--- src/inc/plc_pkg.sv ---
// Constants and helpers shared by the PHY-link pin control block
package plc_pkg;

   // ******************************
   // Control bus codes
   // ******************************
   // Driven by the PHY
   localparam logic [1:0] CTL_IDLE      = 2'h0;
   localparam logic [1:0] CTL_STATUS    = 2'h1;
   localparam logic [1:0] CTL_RECEIVE   = 2'h2;
   localparam logic [1:0] CTL_GRANT     = 2'h3;
   // Driven by the link after a grant
   localparam logic [1:0] LCTL_IDLE     = 2'h0;
   localparam logic [1:0] LCTL_TRANSMIT = 2'h1;
   localparam logic [1:0] LCTL_HOLD     = 2'h3;

   // ******************************
   // Speed codes and lane masks
   // ******************************
   localparam logic [1:0] SPD_100  = 2'h0;
   localparam logic [1:0] SPD_200  = 2'h1;
   localparam logic [1:0] SPD_400  = 2'h2;
   localparam logic [7:0] MASK_100 = 8'h03;
   localparam logic [7:0] MASK_200 = 8'h0f;
   localparam logic [7:0] MASK_400 = 8'hff;

   // ******************************
   // Reset values
   // ******************************
   localparam logic [1:0] CTL_RESET_LEVEL  = 2'h0;
   localparam logic [7:0] DATA_RESET_LEVEL = 8'h00;

   // ******************************
   // Link request framing
   // ******************************
   localparam logic [3:0] LREQ_BITS = 4'h8;

   // ******************************
   // Clock relations
   // ******************************
   localparam int PHY_CLK_KHZ  = 49152;
   localparam int LINK_DIV     = 2;
   localparam int LINK_CLK_KHZ = PHY_CLK_KHZ / LINK_DIV;
   localparam int CYCLE_HZ     = 8000;
   localparam int LINK_TICKS   = (LINK_CLK_KHZ * 1000) / CYCLE_HZ;
   localparam logic [11:0] CYCLE_LAST = 12'(LINK_TICKS - 1);
   localparam logic [11:0] CYCLE_HALF = 12'(LINK_TICKS / 2);
   localparam int HOST_DIV = 16;
   localparam logic [2:0] HOST_HALF_LAST = 3'(HOST_DIV / 2 - 1);

   // Lanes in use for a given speed; reserved code uses all lanes
   function automatic logic [7:0] plc_lane_mask(input logic [1:0] spd);
      case (spd)
         SPD_100: plc_lane_mask = MASK_100;
         SPD_200: plc_lane_mask = MASK_200;
         default: plc_lane_mask = MASK_400;
      endcase
   endfunction : plc_lane_mask

endpackage : plc_pkg

--- src/logic/plc_clk_derive.sv ---
// Edge detection of the PHY and host clocks and the derived link ticks
`timescale 1ns/1ps
`default_nettype none
module plc_clk_derive
   import plc_pkg::*;
(
   // Clock and reset
   input  wire logic clk,
   input  wire logic rst_n,
   // Sampled clocks
   input  wire logic phy_clk,
   input  wire logic host_clk,
   // Pulses
   output var  logic phy_rise,
   output var  logic link_tick,
   output var  logic host_tick
);

   typedef struct packed {
      logic       phy_q;
      logic       host_q;
      logic       link_clk;
      logic [2:0] host_cnt;
      logic       phy_rise;
      logic       link_tick;
      logic       host_tick;
   } plc_drv_t;

   plc_drv_t s;
   plc_drv_t next_s;

   always_comb begin
      next_s = s;
      next_s.phy_q     = phy_clk;
      next_s.host_q    = host_clk;
      // Edge detection keeps running in reset: reset sequencing counts PHY edges
      next_s.phy_rise  = phy_clk & ~s.phy_q;
      next_s.link_tick = 1'b0;
      next_s.host_tick = 1'b0;
      if (!rst_n) begin
         next_s.link_clk = 1'b0;
         next_s.host_cnt = 3'h0;
      end else begin
         if (phy_clk && !s.phy_q) begin
            next_s.link_clk  = ~s.link_clk;
            next_s.link_tick = ~s.link_clk;
         end
         // Host clock is only sampled, never used as a clock here
         if (host_clk && !s.host_q) begin
            next_s.host_cnt  = s.host_cnt + 3'h1;
            next_s.host_tick = (s.host_cnt == HOST_HALF_LAST);
         end
      end
   end

   always_ff @(posedge clk) begin
      s <= next_s;
   end

   assign phy_rise  = s.phy_rise;
   assign link_tick = s.link_tick;
   assign host_tick = s.host_tick;

   AST_LINK_HALF_RATE: assert property (@(posedge clk) disable iff (!rst_n)
      link_tick |-> phy_rise ##1 !link_tick [*1] ##0 (!phy_rise || !link_tick))
      else $error("link tick not at half the PHY rate");

endmodule : plc_clk_derive
`default_nettype wire

--- src/logic/plc_cycle_timer.sv ---
// Isochronous cycle clock generation from the link clock or an external input
`timescale 1ns/1ps
`default_nettype none
module plc_cycle_timer
   import plc_pkg::*;
(
   // Clock and reset
   input  wire logic clk,
   input  wire logic rst_n,
   // Timing sources
   input  wire logic link_tick,
   input  wire logic ext_sel,
   input  wire logic cyc_in,
   input  wire logic cs_rx,
   // Cycle clock
   output var  logic cyc_out,
   output var  logic cyc_start
);

   typedef struct packed {
      logic [11:0] cnt;
      logic        in_q;
      logic        out;
      logic        start;
   } plc_cyc_t;

   plc_cyc_t s;
   plc_cyc_t next_s;

   always_comb begin
      next_s = s;
      next_s.in_q  = cyc_in;
      next_s.start = 1'b0;
      if (!rst_n) begin
         next_s.cnt = 12'h000;
         next_s.out = 1'b0;
         next_s.in_q = 1'b1;
      end else begin
         if (link_tick) begin
            next_s.cnt = (s.cnt == CYCLE_LAST) ? 12'h000 : s.cnt + 12'h001;
         end
         if (ext_sel) begin
            // External input only counts on the cycle-master node
            if (cyc_in && !s.in_q) begin
               next_s.cnt   = 12'h000;
               next_s.start = 1'b1;
            end
         end else if (cs_rx) begin
            // A received cycle start realigns our local timer
            next_s.cnt   = 12'h000;
            next_s.start = 1'b1;
         end else if (link_tick && s.cnt == CYCLE_LAST) begin
            next_s.start = 1'b1;
         end
         next_s.out = (next_s.cnt < CYCLE_HALF);
      end
   end

   always_ff @(posedge clk) begin
      s <= next_s;
   end

   assign cyc_out   = s.out;
   assign cyc_start = s.start;

   AST_EXT_EDGE_STARTS: assert property (@(posedge clk) disable iff (!rst_n)
      ext_sel && cyc_in && !s.in_q |=> cyc_start && cyc_out)
      else $error("external cycle edge did not start a cycle");

endmodule : plc_cycle_timer
`default_nettype wire

--- src/logic/plc_phy_link.sv ---
// PHY-link pin control: control/data pins, link request, power indicator, cycle pins
`timescale 1ns/1ps
`default_nettype none

// Contract
// - Reset drives control/data low one PHY cycle
// - Two-bit control bus carries four operations
// - Lanes used scale with 100/200/400 speed
// - Link request low at first reset edge
// - Link request carries bus and access requests
// - Power indicator toggles at host clock/16
// - Power indicator held low during reset
// - PHY clock halved into internal link clock
// - Host clock domain is asynchronous, handled carefully
// - External cycle input used only when selected
// - Cycle clock output from timer and starts
// - Cycle-done pin follows its flag
// - Cycle-started pin follows its flag
// - Reset active low, acts on all logic except the PHY/host clock edge detectors
module plc_phy_link
   import plc_pkg::*;
(
   // Clock and reset
   input  wire logic       clk,
   input  wire logic       rst_n,
   // Sampled clocks
   input  wire logic       phy_clk,
   input  wire logic       host_clk,
   // PHY control pins
   input  wire logic [1:0] ctl_in,
   output var  logic [1:0] ctl_out,
   output var  logic       ctl_oe,
   // PHY data pins
   input  wire logic [7:0] phy_d_in,
   output var  logic [7:0] phy_d_out,
   output var  logic       phy_d_oe,
   // Link request pin and its request port
   output var  logic       lreq,
   input  wire logic [7:0] req_word,
   input  wire logic       req_valid,
   output var  logic       req_busy,
   // Packet data toward and from the PHY
   input  wire logic [1:0] speed,
   input  wire logic [7:0] tx_data,
   input  wire logic       tx_valid,
   input  wire logic       tx_last,
   output var  logic       tx_taken,
   output var  logic [7:0] rx_data,
   output var  logic       rx_valid,
   // Power indicator
   input  wire logic       powered_en,
   output var  logic       link_powered_indicator,
   // Cycle clock
   input  wire logic       cycle_src_ext,
   input  wire logic       cycle_clock_input,
   input  wire logic       cycle_start_rx,
   output var  logic       cycle_clock_output,
   // Cycle status
   input  wire logic       cycle_done_evt,
   input  wire logic       cycle_done_clr,
   input  wire logic       cycle_started_clr,
   output var  logic       cycle_done_pin,
   output var  logic       cycle_started_pin
);

   // ******************************
   // State
   // ******************************
   typedef enum logic [1:0] {ST_INIT, ST_IDLE, ST_TX, ST_END} plc_st_t;

   typedef struct packed {
      plc_st_t    st;
      logic       in_reset;
      logic       init_seen;
      logic [1:0] ctl_out;
      logic       ctl_oe;
      logic [7:0] d_out;
      logic       d_oe;
      logic       lreq;
      logic [7:0] lreq_sh;
      logic [3:0] lreq_cnt;
      logic       req_busy;
      logic       tx_taken;
      logic [7:0] rx_data;
      logic       rx_valid;
      logic       powered;
      logic       cycle_done_flag;
      logic       cycle_started_flag;
   } plc_state_t;

   plc_state_t s;
   plc_state_t next_s;

   logic phy_rise;
   logic link_tick;
   logic host_tick;
   logic cyc_start;

   // ******************************
   // Clock derivation and cycle timer
   // ******************************
   plc_clk_derive u_clk (
      .clk       (clk),
      .rst_n     (rst_n),
      .phy_clk   (phy_clk),
      .host_clk  (host_clk),
      .phy_rise  (phy_rise),
      .link_tick (link_tick),
      .host_tick (host_tick)
   );

   plc_cycle_timer u_cyc (
      .clk       (clk),
      .rst_n     (rst_n),
      .link_tick (link_tick),
      .ext_sel   (cycle_src_ext),
      .cyc_in    (cycle_clock_input),
      .cs_rx     (cycle_start_rx),
      .cyc_out   (cycle_clock_output),
      .cyc_start (cyc_start)
   );

   // One transmit step after a grant: send a byte, or hold while none is ready
   function automatic plc_state_t tx_step(input plc_state_t cur, input logic vld, input logic last,
                                          input logic [7:0] dat, input logic [1:0] spd);
      plc_state_t r;
      r = cur;
      r.ctl_oe = 1'b1;
      r.d_oe   = 1'b1;
      if (vld) begin
         r.ctl_out  = LCTL_TRANSMIT;
         r.d_out    = dat & plc_lane_mask(spd);
         r.tx_taken = 1'b1;
         r.st       = last ? ST_END : ST_TX;
      end else begin
         r.ctl_out = LCTL_HOLD;
         r.d_out   = DATA_RESET_LEVEL;
         r.st      = ST_TX;
      end
      return r;
   endfunction : tx_step

   // ******************************
   // Next state
   // ******************************
   always_comb begin
      next_s = s;
      next_s.tx_taken = 1'b0;
      next_s.rx_valid = 1'b0;
      if (!rst_n) begin
         // Every register except init_seen, ctl_oe and d_oe is forced here, whatever the PHY clock does
         next_s.st                 = ST_INIT;
         next_s.in_reset           = 1'b1;
         next_s.ctl_out            = CTL_RESET_LEVEL;
         next_s.d_out              = DATA_RESET_LEVEL;
         next_s.lreq               = 1'b0;
         next_s.lreq_sh            = 8'h00;
         next_s.lreq_cnt           = 4'h0;
         next_s.req_busy           = 1'b0;
         next_s.rx_data            = 8'h00;
         next_s.powered            = 1'b0;
         next_s.cycle_done_flag    = 1'b0;
         next_s.cycle_started_flag = 1'b0;
         if (s.in_reset) begin
            // Drive low for one PHY cycle, then leave the lines to the bus holders
            next_s.init_seen = s.init_seen | phy_rise;
            next_s.ctl_oe    = s.ctl_oe & ~(s.init_seen & phy_rise);
            next_s.d_oe      = s.d_oe & ~(s.init_seen & phy_rise);
         end else begin
            // Entry into reset; an unknown state at power-up lands here too
            next_s.init_seen = 1'b0;
            next_s.ctl_oe    = 1'b1;
            next_s.d_oe      = 1'b1;
         end
      end else begin
         next_s.in_reset = 1'b0;

         // Link request shifter, MSB first, one bit per PHY clock
         if (!s.req_busy && req_valid) begin
            next_s.lreq_sh  = req_word;
            next_s.lreq_cnt = LREQ_BITS;
            next_s.req_busy = 1'b1;
         end else if (s.req_busy && phy_rise) begin
            if (s.lreq_cnt != 4'h0) begin
               next_s.lreq     = s.lreq_sh[7];
               next_s.lreq_sh  = {s.lreq_sh[6:0], 1'b0};
               next_s.lreq_cnt = s.lreq_cnt - 4'h1;
            end else begin
               next_s.lreq     = 1'b0;
               next_s.req_busy = 1'b0;
            end
         end

         // Control and data bus
         if (phy_rise) begin
            case (s.st)
               ST_INIT: begin
                  // Finish the reset drive if reset was shorter than a PHY cycle
                  next_s.ctl_oe = 1'b0;
                  next_s.d_oe   = 1'b0;
                  next_s.st     = ST_IDLE;
               end
               ST_IDLE: begin
                  case (ctl_in)
                     CTL_RECEIVE: begin
                        next_s.rx_data  = phy_d_in & plc_lane_mask(speed);
                        next_s.rx_valid = 1'b1;
                     end
                     CTL_GRANT: next_s = tx_step(next_s, tx_valid, tx_last, tx_data, speed);
                     default: next_s.st = ST_IDLE;
                  endcase
               end
               ST_TX: next_s = tx_step(next_s, tx_valid, tx_last, tx_data, speed);
               ST_END: begin
                  if (s.ctl_out == LCTL_IDLE) begin
                     // Idle driven for one cycle; hand the bus back
                     next_s.ctl_oe = 1'b0;
                     next_s.d_oe   = 1'b0;
                     next_s.st     = ST_IDLE;
                  end else begin
                     next_s.ctl_out = LCTL_IDLE;
                     next_s.d_out   = DATA_RESET_LEVEL;
                  end
               end
               default: next_s.st = ST_IDLE;
            endcase
         end

         // Power indicator
         if (!powered_en) begin
            next_s.powered = 1'b0;
         end else if (host_tick) begin
            next_s.powered = ~s.powered;
         end

         // Status flags: a new event wins over a clear in the same cycle
         next_s.cycle_done_flag    = cycle_done_evt | (s.cycle_done_flag & ~cycle_done_clr);
         next_s.cycle_started_flag = cyc_start | (s.cycle_started_flag & ~cycle_started_clr);
      end
   end

   always_ff @(posedge clk) begin
      s <= next_s;
   end

   // ******************************
   // Outputs
   // ******************************
   assign ctl_out                = s.ctl_out;
   assign ctl_oe                 = s.ctl_oe;
   assign phy_d_out              = s.d_out;
   assign phy_d_oe               = s.d_oe;
   assign lreq                   = s.lreq;
   assign req_busy               = s.req_busy;
   assign tx_taken               = s.tx_taken;
   assign rx_data                = s.rx_data;
   assign rx_valid               = s.rx_valid;
   assign link_powered_indicator = s.powered;
   assign cycle_done_pin         = s.cycle_done_flag;
   assign cycle_started_pin      = s.cycle_started_flag;

   // ******************************
   // Checks
   // ******************************
   AST_RESET_LINES_LOW: assert property (@(posedge clk)
      !rst_n ##1 !rst_n |-> ctl_out == CTL_RESET_LEVEL && phy_d_out == DATA_RESET_LEVEL)
      else $error("PHY lines not low in reset");

   AST_RESET_RELEASE: assert property (@(posedge clk)
      !rst_n && s.in_reset && s.init_seen && phy_rise |=> !ctl_oe && !phy_d_oe)
      else $error("PHY lines not released after one PHY cycle");

   AST_RESET_LREQ_LOW: assert property (@(posedge clk)
      !rst_n && phy_rise |=> !lreq)
      else $error("link request not low in reset");

   AST_RESET_POWER_LOW: assert property (@(posedge clk)
      !rst_n |=> !link_powered_indicator)
      else $error("power indicator not low in reset");

   AST_LANE_MASK: assert property (@(posedge clk) disable iff (!rst_n)
      phy_d_oe && s.st != ST_INIT && $past(speed) == SPD_100 && $stable(speed) |-> phy_d_out[7:2] == 6'h00)
      else $error("unused lanes driven at lowest speed");

   AST_RX_CAPTURE: assert property (@(posedge clk) disable iff (!rst_n)
      s.st == ST_IDLE && phy_rise && ctl_in == CTL_RECEIVE
      |=> rx_valid && rx_data == ($past(phy_d_in) & plc_lane_mask($past(speed))))
      else $error("received data not captured");

   AST_GRANT_DRIVE: assert property (@(posedge clk) disable iff (!rst_n)
      s.st == ST_IDLE && phy_rise && ctl_in == CTL_GRANT |=> ctl_oe && phy_d_oe && ctl_out != LCTL_IDLE)
      else $error("link did not take the bus on grant");

   AST_LREQ_ACCEPT: assert property (@(posedge clk) disable iff (!rst_n)
      req_valid && !req_busy |=> req_busy && !lreq)
      else $error("link request not accepted");

   AST_POWER_TOGGLE: assert property (@(posedge clk) disable iff (!rst_n)
      powered_en && host_tick |=> link_powered_indicator != $past(link_powered_indicator))
      else $error("power indicator did not toggle");

   AST_DONE_SET_WINS: assert property (@(posedge clk) disable iff (!rst_n)
      cycle_done_evt |=> cycle_done_pin ##0 (cycle_done_clr || cycle_done_evt || cycle_done_pin) [*1])
      else $error("cycle-done event lost");

   AST_STARTED_FOLLOWS: assert property (@(posedge clk) disable iff (!rst_n)
      cyc_start |=> cycle_started_pin)
      else $error("cycle-started pin did not follow the event");

endmodule : plc_phy_link
`default_nettype wire

--- config.mk ---
export PLATFORM = sky130hd
export DESIGN_NAME = plc_phy_link
export DESIGN_NICKNAME = d
export VERILOG_FILES = /design/src/inc/plc_pkg.sv /design/src/logic/plc_clk_derive.sv /design/src/logic/plc_cycle_timer.sv /design/src/logic/plc_phy_link.sv
export SDC_FILE = /design/constraint.sdc
export NUM_CORES = 1
export LEC_CHECK = 0
export ABC_AREA = 1
export BUFFER_PORTS_ARGS = -buffer_cell sky130_fd_sc_hd__buf_2
export CAP_MARGIN = 20
export CORE_UTILIZATION = 50
export DETAILED_ROUTE_END_ITERATION = 8
export GPL_TIMING_DRIVEN = 0
export PLACE_DENSITY = 0.74
export SLEW_MARGIN = 10
export SYNTH_ARGS = -nofsm -noshare
export SYNTH_HDL_FRONTEND = slang
export SYNTH_HIERARCHICAL = 1
export SYNTH_SLANG_ARGS = --single-unit
--- constraint.sdc ---
create_clock -name clk -period 1.6 [get_ports clk]
set_input_delay 0.32 -clock clk [delete_from_list [all_inputs] [get_ports clk]]
set_output_delay 0.32 -clock clk [all_outputs]
set_load 0.005 [all_outputs]
=== Yosys cells after proc, flatten, opt, wreduce, memory -nomap -nowiden ===
Cells that the tools add are included.

* Multiplexer cells: 56
* Reductions and logical operators: 23
* Equality and inequality tests: 15
* Bitwise operators: 19
* Add/subtract/negate cells: 3
* Order comparisons: 1

{| class="wikitable"
|+ Operators by type and width
! kind !! number
|-
| $mux W8 || 15
|-
| $mux W12 || 7
|-
| $mux W27 || 2
|-
| $pmux W27 S2 || 1
|-
| $mux W41 || 1
|-
| $mux W14 || 2
|-
| $and A8 B8 Y8 || 3
|-
| $pmux W8 S3 || 1
|-
| $pmux W8 S2 || 1
|-
| $mux W1 || 15
|-
| $mux W13 || 1
|-
| $add A12 B1 Y12 const B || 1
|-
| $eq A12 B12 Y1 const B || 1
|-
| $lt A12 B11 Y1 const B || 1
|-
| $mux W9 || 1
|-
| $eq A2 B2 Y1 const B || 4
|-
| $mux W2 || 4
|-
| $pmux W1 S4 || 2
|-
| $pmux W2 S4 || 1
|-
| $reduce_and A2 Y1 || 4
|-
| $reduce_and A4 Y1 || 2
|-
| $not A1 Y1 || 7
|-
| $and A1 B1 Y1 || 6
|-
| $logic_and A1 B1 Y1 || 6
|-
| 16 further kinds || 28
|}

* Register bits: 67
* Word-level logic and storage cells: 145
* Bits of input ports: 42
* Output and inout bits: 28

=== Longest topological paths before layout ===
Gate-level depths: netlist (run 1).

* Word-level depth: 13
* Gate-level depth with buffers: 9
* Gate-level depth less buffers: 9

=== Cells and area by module ===
The synthesis (run 1) kept the hierarchy.

{| class="wikitable"
|+ Modules (own cells, without submodules)
! module !! area an instance (µm²) !! seq. area each (µm²) !! instances !! cells each
|-
| plc_phy_link || 2233.4 || 890.9 || 1 || 310
|-
| plc_cycle_timer || 713.2 || 300.3 || 1 || 98
|-
| plc_clk_derive || 319.1 || 180.2 || 1 || 39
|}

=== Worst setup path after synthesis (run 1) ===
No wires, ideal clock.

* Path type: reg-to-reg
* From: register s[41] (netlist name)
* To: register s (netlist bit rx_data[6])
* Arrival time: 1.293 ns
* Cell stages (with the launch flop): 9
* Clock period less this slack: 1.411 ns
* Required time: 1.482 ns
* Path buffers: 2
* Library setup time: 0.118 ns
* Slack: 0.189 ns
* Cell sequence: dfxtp_1 inv_1 ha_1 buf_4 nor3_4 buf_6 nand2_1 o21ai_2 nor2_1

* Word-level cells in the longest chain between the ends: 3
* Elaborated cells between the ends (all ways): 4
* Classes of those cells: 2 x eq/ne; 1 x bitwise; 1 x reduce/logical

{| class="wikitable"
|+ RTL lines
! element !! line !! RTL
|-
| from (decl) || plc_phy_link.sv:91 || <nowiki>plc_state_t s;</nowiki>
|-
| from (signal assigned) || plc_phy_link.sv:243 || <nowiki>s <= next_s;</nowiki>
|-
| $eq A2 B2 Y1 || plc_phy_link.sv:196 || <nowiki>case (s.st)</nowiki>
|-
| $not A1 Y1 (no line) || - ||
|-
| $reduce_and A4 Y1 (no line) (*) || - ||
|}

Every way passes the cells marked *; elsewhere a longest branch is shown, timed or not.
A chain may end at the register's enable or synchronous reset.

=== Final worst setup path (run 1) ===
* From: register s[42] (netlist name)
* To: register s (netlist bit rx_data[0])

The elaborated chain is that of the path after synthesis.

==> results of run 1 <==
## synth_stat cells
cell type / count / share of area
nand3_1: 35 / 0.054
nor2_2: 3 / 0.0057
edfxtp_1: 3 / 0.028
nand2_2: 7 / 0.013
a21boi_0: 2 / 0.0046
a21boi_1: 1 / 0.0023
dfxtp_1: 64 / 0.39
nor2_1: 76 / 0.087
o22ai_1: 1 / 0.0019
inv_2: 7 / 0.0080
buf_2: 5 / 0.0077
nor3_1: 3 / 0.0046
a21oi_1: 18 / 0.028
clkbuf_1: 2 / 0.0023
inv_4: 1 / 0.0019
inv_1: 41 / 0.047
nand2_1: 99 / 0.11
buf_4: 19 / 0.044
nand3_2: 3 / 0.0092
ha_1: 8 / 0.031
o21bai_1: 1 / 0.0023
nand2_4: 1 / 0.0034
o21ai_1: 3 / 0.0046
xor2_1: 5 / 0.013
o21ai_0: 13 / 0.020
a31oi_1: 3 / 0.0057
nor2_4: 4 / 0.014
a21oi_2: 2 / 0.0054
nand4_1: 4 / 0.0077
buf_6: 3 / 0.010
nor3b_1: 2 / 0.0046
o211ai_1: 2 / 0.0046
nor3_4: 1 / 0.0050
o21ai_2: 3 / 0.0080
o221ai_1: 1 / 0.0027
mux2i_1: 1 / 0.0031
## cell type report
type                            instances  area, µm²  area share
Inverter                               49        186      0.0477
Sequential cell                        67       1370       0.351
Timing Repair Buffer                   71        360      0.0922
Buffer                                 29        211      0.0541
Clock buffer                           12        155      0.0397
Clock inverter                          4       23.8     0.00608
Multi-Input combinational cell        302       1500       0.384
Tap cell                               77       96.3      0.0247
## timing repair
item / 4_1_cts / 5_1_grt
resized for setup: 0 / 3
hold endpoints to repair: 0 / 0
setup buffers: 0 / 2
endpoints found under the setup margin: 0 / 10
## critical path: cells and delay by family (launching register included)
kind                       cells  cell delay, ns
adders and majority gates      1            0.24
DFF                            1            0.32
buffers and inverters          2            0.33
AOI/OAI and AO/OA              1            0.07
and+or+nand+nor                3            0.50
## cell usage in the layout (no fill, tap or decap), types with 4 or more instances in the layout
cell type	count
nand4_1	4
xor2_1	5
buf_4	21
nor2_2	4
nand3_1	35
ha_1	8
nor2_4	4
inv_2	7
nor2_1	75
nand2_1	99
inv_1	41
dfxtp_1	63
buf_2	73
a21oi_1	18
clkbuf_8	11
o21ai_0	13
nand2_2	7
## worst paths after layout
path | start | end | slack, ns | depth (start not counted)
setup reg to reg | s[42] | rx_data[0] | 0.07 | 7
setup / recovery | s[42] | rx_data[0] | 0.07 | 7
hold / removal | phy_clk | u_clk/s[8] | 0.11 | 1
hold reg to reg | u_cyc/cyc_start | cycle_started_pin | 0.45 | 2
## metrics by stage
| stage | setup slack, ns | instance area [µm²] |
|---|---|---|
| 6_report | 0.0713 | 3910 |
| 4_1_cts | 0.0254 | 3880 |
| 3_3_place_gp | 0.0769 | 3700 |
| 2_1_floorplan | 0.189 | 3270 |
| 5_1_grt | -0.0332 | 3910 |
| 3_5_place_dp | 0.0384 | 3700 |
## per-layer routing
| layer | vias up | GRT usage | routed length [µm] |
|---|---|---|---|
| li1 | 1568 | - | - |
| met1 | 1263 | 0.256 | 3230 |
| met2 | 71 | 0.333 | 3100 |
| met3 | 9 | 0.0547 | 380 |
| met4 | 0 | 0.0784 | 102 |
| met5 | - | 0 | 0 |
## logic make-up (layout without fill, tap and decap cells)
group / after synthesis / in the layout / share of synthesized area
AO/OA/AOI/OAI: 50 / 50 / 0.0897
adder cells (fa/ha/maj): 8 / 8 / 0.0307
AND/OR/NAND/NOR: 238 / 238 / 0.322
multiplexers: 1 / 1 / 0.00307
XOR/XNOR: 5 / 5 / 0.0134
flip-flops: 67 / 67 / 0.420
buffers and inverters: 78 / 165 / 0.121
## report_power, final
group	internal [µW]	total, µW	switching (µW)
registers	1740	1770	32.9
logic	152	377	226
clock network	643	1270	625
==> impl_metrics.tcl, run 1 <==
set metrics [dict create \
    final.setup.tns_ns 0 \
    hpwlAfterDp_um 5040 \
    cts_hold_buf 0 \
    root_buffer "clkbuf_8" \
    final.setup_skew_ns 0.0122 \
    synth_area_um2 3270 \
    ant_nets 0 \
    dr.pass1.iters 5 \
    path_cells "inv_1 > ha_1 > nand3_2 > nor3_4 > buf_2 > o21ai_1 > nor2_1" \
    vias_per_cell 4.76 \
    pin_count 70 \
    crit_required_ns 1.88 \
    totalWireLength_um 6810 \
    critPathLaunchType "flop" \
    synth_cells 447 \
    area_growth_pct 19.7 \
    p_leak_uw 0.00188 \
    max_slew.worst_pin.slew_ns 0.457 \
    grt_max_degree 18 \
    clk_latency_ns 0.34 \
    num_rows 29 \
    htree_levels 3 \
    endpoint_kind "flop" \
    port-buffer-count 68 \
    ys_warn_count 6 \
    die_w_um 82.8 \
    clock.fmax_ghz 0.654 \
    grt_pass1_vias 2620 \
    core_area_um2 6310 \
    ir_worst_vdd_v 0.000656 \
    hold_path_class "input pin to flop" \
    hold_viol_final 0 \
    grtUsageTotal 0.204 \
    drc 0 \
    nets 579 \
    syn_avg_cell_area_um2 7.31 \
    overflow 0 \
    synth_cell_types 36 \
    cp_slowest_stage_delay_ns 0.32 \
    crit_arrival_ns 1.80 \
    status "complete, no violations" \
    initial_utilization 0.517 \
    crit_path_top_delay_cell "dfxtp_1" \
    die-area_um2 6860 \
    total_power_uw 3420 \
    routedWlPerCell_um 11.2 \
    drt_iter0_drc 212 \
    grt_pass1_wl_um 11400 \
    powerDensity_nw_per_um2 874 \
    globalplace.congestion 0.881 \
    antenna_found_initial 0 \
    cts_tree "done" \
    synth_seq_cells 67 \
    max_slew_margin 0.695 \
    clock-sinks 67 \
    cap_violations 0 \
    fin_crit_ns 1.53 \
    final_util 0.619 \
    die_h_um 82.8 \
    final_max_slew_viol_count 0 \
    final_cells 611 \
    setup_viol 0 \
    vias 2911 \
    whs_ns 0.111 \
    yosysSeqAreaShare 0.420 \
    path_class "flop to flop" \
    placed_cells 592 \
    post-route-period-util 0.955 \
    drive_gt1_frac 0.275 \
    path_max_fanout 5 \
    clk_path_buf_depth 2 \
    antenna_cells 0 \
    cts_buffers 9 \
    syn_nets 497 \
    fillCellCount 594 \
    cts.clk_slew.worst_paths_ns 0.07 \
]
(Power assumes the default switching activity.)
==> inputs of run 2 (changes only) <==
CORE_ASPECT_RATIO = 1.2   (was default)
clock period = 1.67 ns   (was 1.6 ns; I/O delays follow)
==> run 2 against run 1 <==
Clock-buffer cell count grew 4. Cell count grew 0.65%. Non-clock buffer count shrank 1. Utilization grew 1.9 points. Largest cell class unchanged. Critical endpoint is now ctl_oe. Sequential power shrank 4%.
==> impl_metrics.tcl, run 2 (synthesized netlist as in run 1, its figures left out) <==
set metrics [dict create \
    p_leak_uw 0.00188 \
    hpwlAfterDp_um 5070 \
    rsz0062_at_grt "true" \
    drc 0 \
    final.setup_skew_ns 0.00918 \
    worst_slack_ns 0.0940 \
    core_area_um2 6170 \
    post-route-period-util 0.944 \
    powerDensity_nw_per_um2 864 \
    initial_utilization 0.530 \
    overflow 0 \
    place_ws_ns 0.0775 \
    path_buf_inv 2 \
    path_max_fanout 9 \
    clk_path_buf_depth 2 \
    grt_pass1_vias 2827 \
    whs_ns 0.105 \
    path_class "flop to flop" \
    cp_slowest_stage_delay_ns 0.35 \
    root_buffer "clkbuf_8" \
    clock-sinks 67 \
    placed_area_um2 3710 \
    area_growth_pct 20.4 \
    status "complete, no violations" \
    ir_worst_vdd_v 0.000719 \
    hold_viol_final 0 \
    cts.clk_slew.worst_paths_ns 0.07 \
    num_rows 31 \
    die_h_um 90.5 \
    layout_commonest_cell "nand2_1" \
    antenna_cells 0 \
    grt_max_degree 18 \
    final_cell_mix "99 x nand2_1, 76 x nor2_1, 72 x buf_2" \
    final_max_slew_viol_count 0 \
    die_w_um 75.8 \
    fillCellCount 559 \
    max_slew.worst_pin.slew_ns 0.478 \
    ant_nets 0 \
    min_delay_worst_endpoint "u_clk/s[8]" \
    grt_pass1_wl_um 11600 \
    hp-start "phy_clk" \
    vias_per_cell 4.85 \
    crit_arrival_ns 1.78 \
    hold_path_class "input pin to flop" \
    final.setup.tns_ns 0 \
    rrSetupSlack_ns 0.09 \
    worstReg2RegEnd "ctl_oe" \
    critPathLaunchType "flop" \
    ff2ff_path_depth 7 \
    grtUsageTotal 0.218 \
    clk_latency_ns 0.34 \
    drt_iter0_drc 178 \
    max_slew_margin 0.681 \
    cap_violations 0 \
    totalWireLength_um 6750 \
    setup_viol 0 \
    globalplace.congestion 0.840 \
    antenna_found_initial 0 \
    path_cells "inv_1 > ha_1 > buf_6 > o21ai_0 > a21oi_1 > nand3_1 > nand2_1" \
    htree_levels 3 \
    drive_gt1_frac 0.268 \
    cts_hold_buf 0 \
    design_area_um2 3930 \
    fin_crit_ns 1.58 \
    cts_buffers 9 \
    die-area_um2 6860 \
    dr.pass1.iters 4 \
    routedWlPerCell_um 11.0 \
    crit_required_ns 1.87 \
    crit_path_top_delay_cell "dfxtp_1" \
    clock.fmax_ghz 0.635 \
    crit_family "flip-flops" \
    rr_startpoint "s[42]" \
    total_power_uw 3400 \
    port-buffer-count 68 \
    pin_count 70 \
    nets 578 \
    endpoint_kind "flop" \
    vias 2983 \
    cts_tree "done" \
    hold_depth 1 \
]
run 2: cell count changes in the layout (fill, tap and decap cells not counted), sizes merged:
cell | previous run | this run
clkbuf | 15 | 18
clkinv | 2 | 0
inv | 50 | 49
clkinvlp | 1 | 0
run 2: repair_timing:
action,in CTS,in global routing
setup buffers,1,1
setup endpoints to repair,2,5
cloned,0,0
gates resized for setup,1,2
pin swaps,1,2
run 2: worst reg2reg max path: cells and delay by family, from the launching register on:
kind                     cells  cell delay, ns
AO/OA/AOI/OAI                2            0.31
adder cells (fa/ha/maj)      1            0.30
buffers and inverters        2            0.22
AND/OR/NAND/NOR              2            0.28
flip-flops                   1            0.35
run 2: report_power, final:
group          leakage [µW]  internal [µW]  total (µW)  switching, µW
logic               0.00123            149         370            222
clock network      0.000102            755        1330            575
registers          0.000553           1670        1700           30.4
total               0.00188           2570        3400            827
run 2: worst max path at each step:
stage,start,cells after the start,end,slack (ns)
after CTS,s[41],7,ctl_oe,0.03
after global routing,s[42],7,ctl_oe,-0.02
final,s[42],7,ctl_oe,0.09
after floorplan,s[41],8,rx_data[6],0.26
after global placement,s[41],8,rx_data[6],0.11
after detailed placement,s[41],8,rx_data[6],0.08
run 2: per-stage QoR:
| stage | util | cells |
|---|---|---|
| CTS | 0.636 | 614 |
| detailed placement | 0.601 | 597 |
| finish | 0.638 | 615 |
| global placement | 0.601 | 597 |
| global route | 0.638 | 615 |
| floorplan | - | 447 |
run 2: final cells by class:
class	instances	area, µm²	area share
multi-input combinational	302	1500	0.381
sequential	67	1370	0.349
timing repair buffer	70	355	0.0904
buffer	29	215	0.0547
clock buffer	16	201	0.0512
inverter	49	186	0.0474
tap	82	103	0.0261
run 2: per-layer routing:
| metal | share of wire | vias up | track usage | wire, µm |
|---|---|---|---|---|
| li1 | - | 1564 | - | - |
| met1 | 0.44 | 1335 | 0.258 | 2970 |
| met2 | 0.50 | 73 | 0.374 | 3380 |
| met3 | 0.042 | 11 | 0.0402 | 281 |
| met4 | 0.017 | 0 | 0.0926 | 116 |
| met5 | 0 | - | 0 | 0 |
==> inputs of run 3 (changes only) <==
BUFFER_PORTS_ARGS = -buffer_cell sky130_fd_sc_hd__buf_4   (was -buffer_cell sky130_fd_sc_hd__buf_2)
==> run 3 against run 2 <==
Total power decreased by 3.1%. Design area increased by 3.3%. Setup slack improved by 0.016 ns. Sequential power about the same. Critical path type unchanged. Critical endpoint is now phy_d_oe. Highest routed layer unchanged.
==> impl_metrics.tcl, run 3 (synthesized netlist as in run 1, its figures left out) <==
set metrics [dict create \
    placed_area_um2 3880 \
    port-buffer-count 68 \
    status "complete, no violations" \
    die_h_um 90.5 \
    rsz0062_at_grt "false" \
    final_cells 614 \
    final_max_slew_viol_count 0 \
    hold_path_class "input pin to flop" \
    routedWlPerCell_um 11.1 \
    grtUsageTotal 0.209 \
    path_class "flop to flop" \
    nets 577 \
    clk_latency_ns 0.35 \
    die_w_um 75.8 \
    area_growth_pct 24.4 \
    num_rows 31 \
    total_power_uw 3290 \
    final.setup.tns_ns 0 \
    overflow 0 \
    endpoint_kind "flop" \
    pin_count 70 \
    cts_hold_buf 0 \
    totalWireLength_um 6810 \
    fillCellCount 547 \
    vias_per_cell 4.82 \
    setup_viol 0 \
    multi_input_area_um2 1500 \
    worst_slack_ns 0.110 \
    grt_pass1_vias 2636 \
    final_cell_mix "99 x nand2_1, 88 x buf_4, 75 x nor2_1" \
    hpwlAfterDp_um 5090 \
    post-route-period-util 0.934 \
    clk_path_buf_depth 2 \
    fin_crit_ns 1.56 \
    core_area_um2 6170 \
    drc 0 \
    seq_area_um2 1370 \
    initial_utilization 0.530 \
    ant_nets 0 \
    cap_violations 0 \
    path_max_fanout 9 \
    grt_max_degree 18 \
    htree_levels 3 \
    cts.clk_slew.worst_paths_ns 0.07 \
    crit_required_ns 1.89 \
    final.setup_skew_ns 0.0104 \
    hold_viol_final 0 \
    dr.pass1.iters 4 \
    vias 2961 \
    max_slew_margin 0.690 \
    globalplace.congestion 0.821 \
    max_slew.worst_pin.slew_ns 0.465 \
    p_leak_uw 0.00190 \
    powerDensity_nw_per_um2 810 \
    layout_commonest_cell "nand2_1" \
    antenna_cells 0 \
    place_ws_ns 0.0847 \
    placed_cells 597 \
    antenna_found_initial 0 \
    die-area_um2 6860 \
    drive_gt1_frac 0.269 \
    critPathLaunchType "flop" \
    drt_iter0_drc 126 \
    grt_pass1_wl_um 11000 \
    clock.fmax_ghz 0.641 \
    crit_arrival_ns 1.78 \
    clock-sinks 67 \
    root_buffer "clkbuf_8" \
    ir_worst_vdd_v 0.000496 \
    cts_buffers 9 \
    design_area_um2 4060 \
    cts_tree "done" \
]
-- run 3: cell count changes in the layout (fill, tap and decap cells not counted), sizes merged --
cell and change:
clkinv +3, buf -2, clkinvlp +1, clkbuf -3
-- run 3: cell type report --
| type | count | share of cell area |
|---|---|---|
| clock buffers | 12 | 0.0357 |
| multi-input cells | 302 | 0.370 |
| well taps | 82 | 0.0253 |
| flip-flops and latches | 67 | 0.338 |
| inverters | 49 | 0.0459 |
| clock inverters | 4 | 0.00647 |
| repair buffers | 69 | 0.128 |
| plain buffers | 29 | 0.0520 |
-- run 3: worst max-delay path: stages (launching register included) --
cell and delay [ns]:
dfxtp_1 0.36, inv_1 0.09, ha_1 0.28, clkbuf_4 0.19, o21ai_0 0.10, a21oi_1 0.19, nand3_1 0.15, nand2_1 0.09
-- run 3: path summary, 6_finish.rpt --
| path | start | to | slack (ns) | cells after the start |
|---|---|---|---|---|
| max | s[41] | phy_d_oe | 0.11 | 7 |
| min | phy_clk | u_clk/s[8] | 0.1 | 1 |
| max reg2reg | s[41] | phy_d_oe | 0.11 | 7 |
| min reg2reg | u_cyc/cyc_start | cycle_started_pin | 0.45 | 2 |
-- run 3: metal layers --
metal | routed length [µm] | part of all wire | up-vias | global-route usage
li1 | - | - | 1557 | -
met3 | 291 | 0.043 | 12 | 0.0469
met5 | 0 | 0 | - | 0
met4 | 117 | 0.017 | 0 | 0.106
met1 | 3100 | 0.46 | 1332 | 0.250
met2 | 3300 | 0.48 | 60 | 0.341
-- run 3: power by group --
part,internal (µW),switching (µW),leakage (µW)
clock,577,619,0.0000863
combinational,179,221,0.00126
sequential,1660,30.6,0.000553
total,2420,870,0.00190
-- run 3: stage by stage --
stage	util	hold WS (ns)
after floorplan	-	0.362
after global placement	0.629	0.432
after detailed placement	0.629	0.441
after CTS	0.657	0.0837
after global routing	0.659	0.0809
final	0.659	0.0970
-- run 3: repair_timing --
| item | CTS | global route |
|---|---|---|
| buffers inserted | 0 | 1 |
| gates resized for setup | 0 | 2 |
| endpoints found under the setup margin | 0 | 4 |
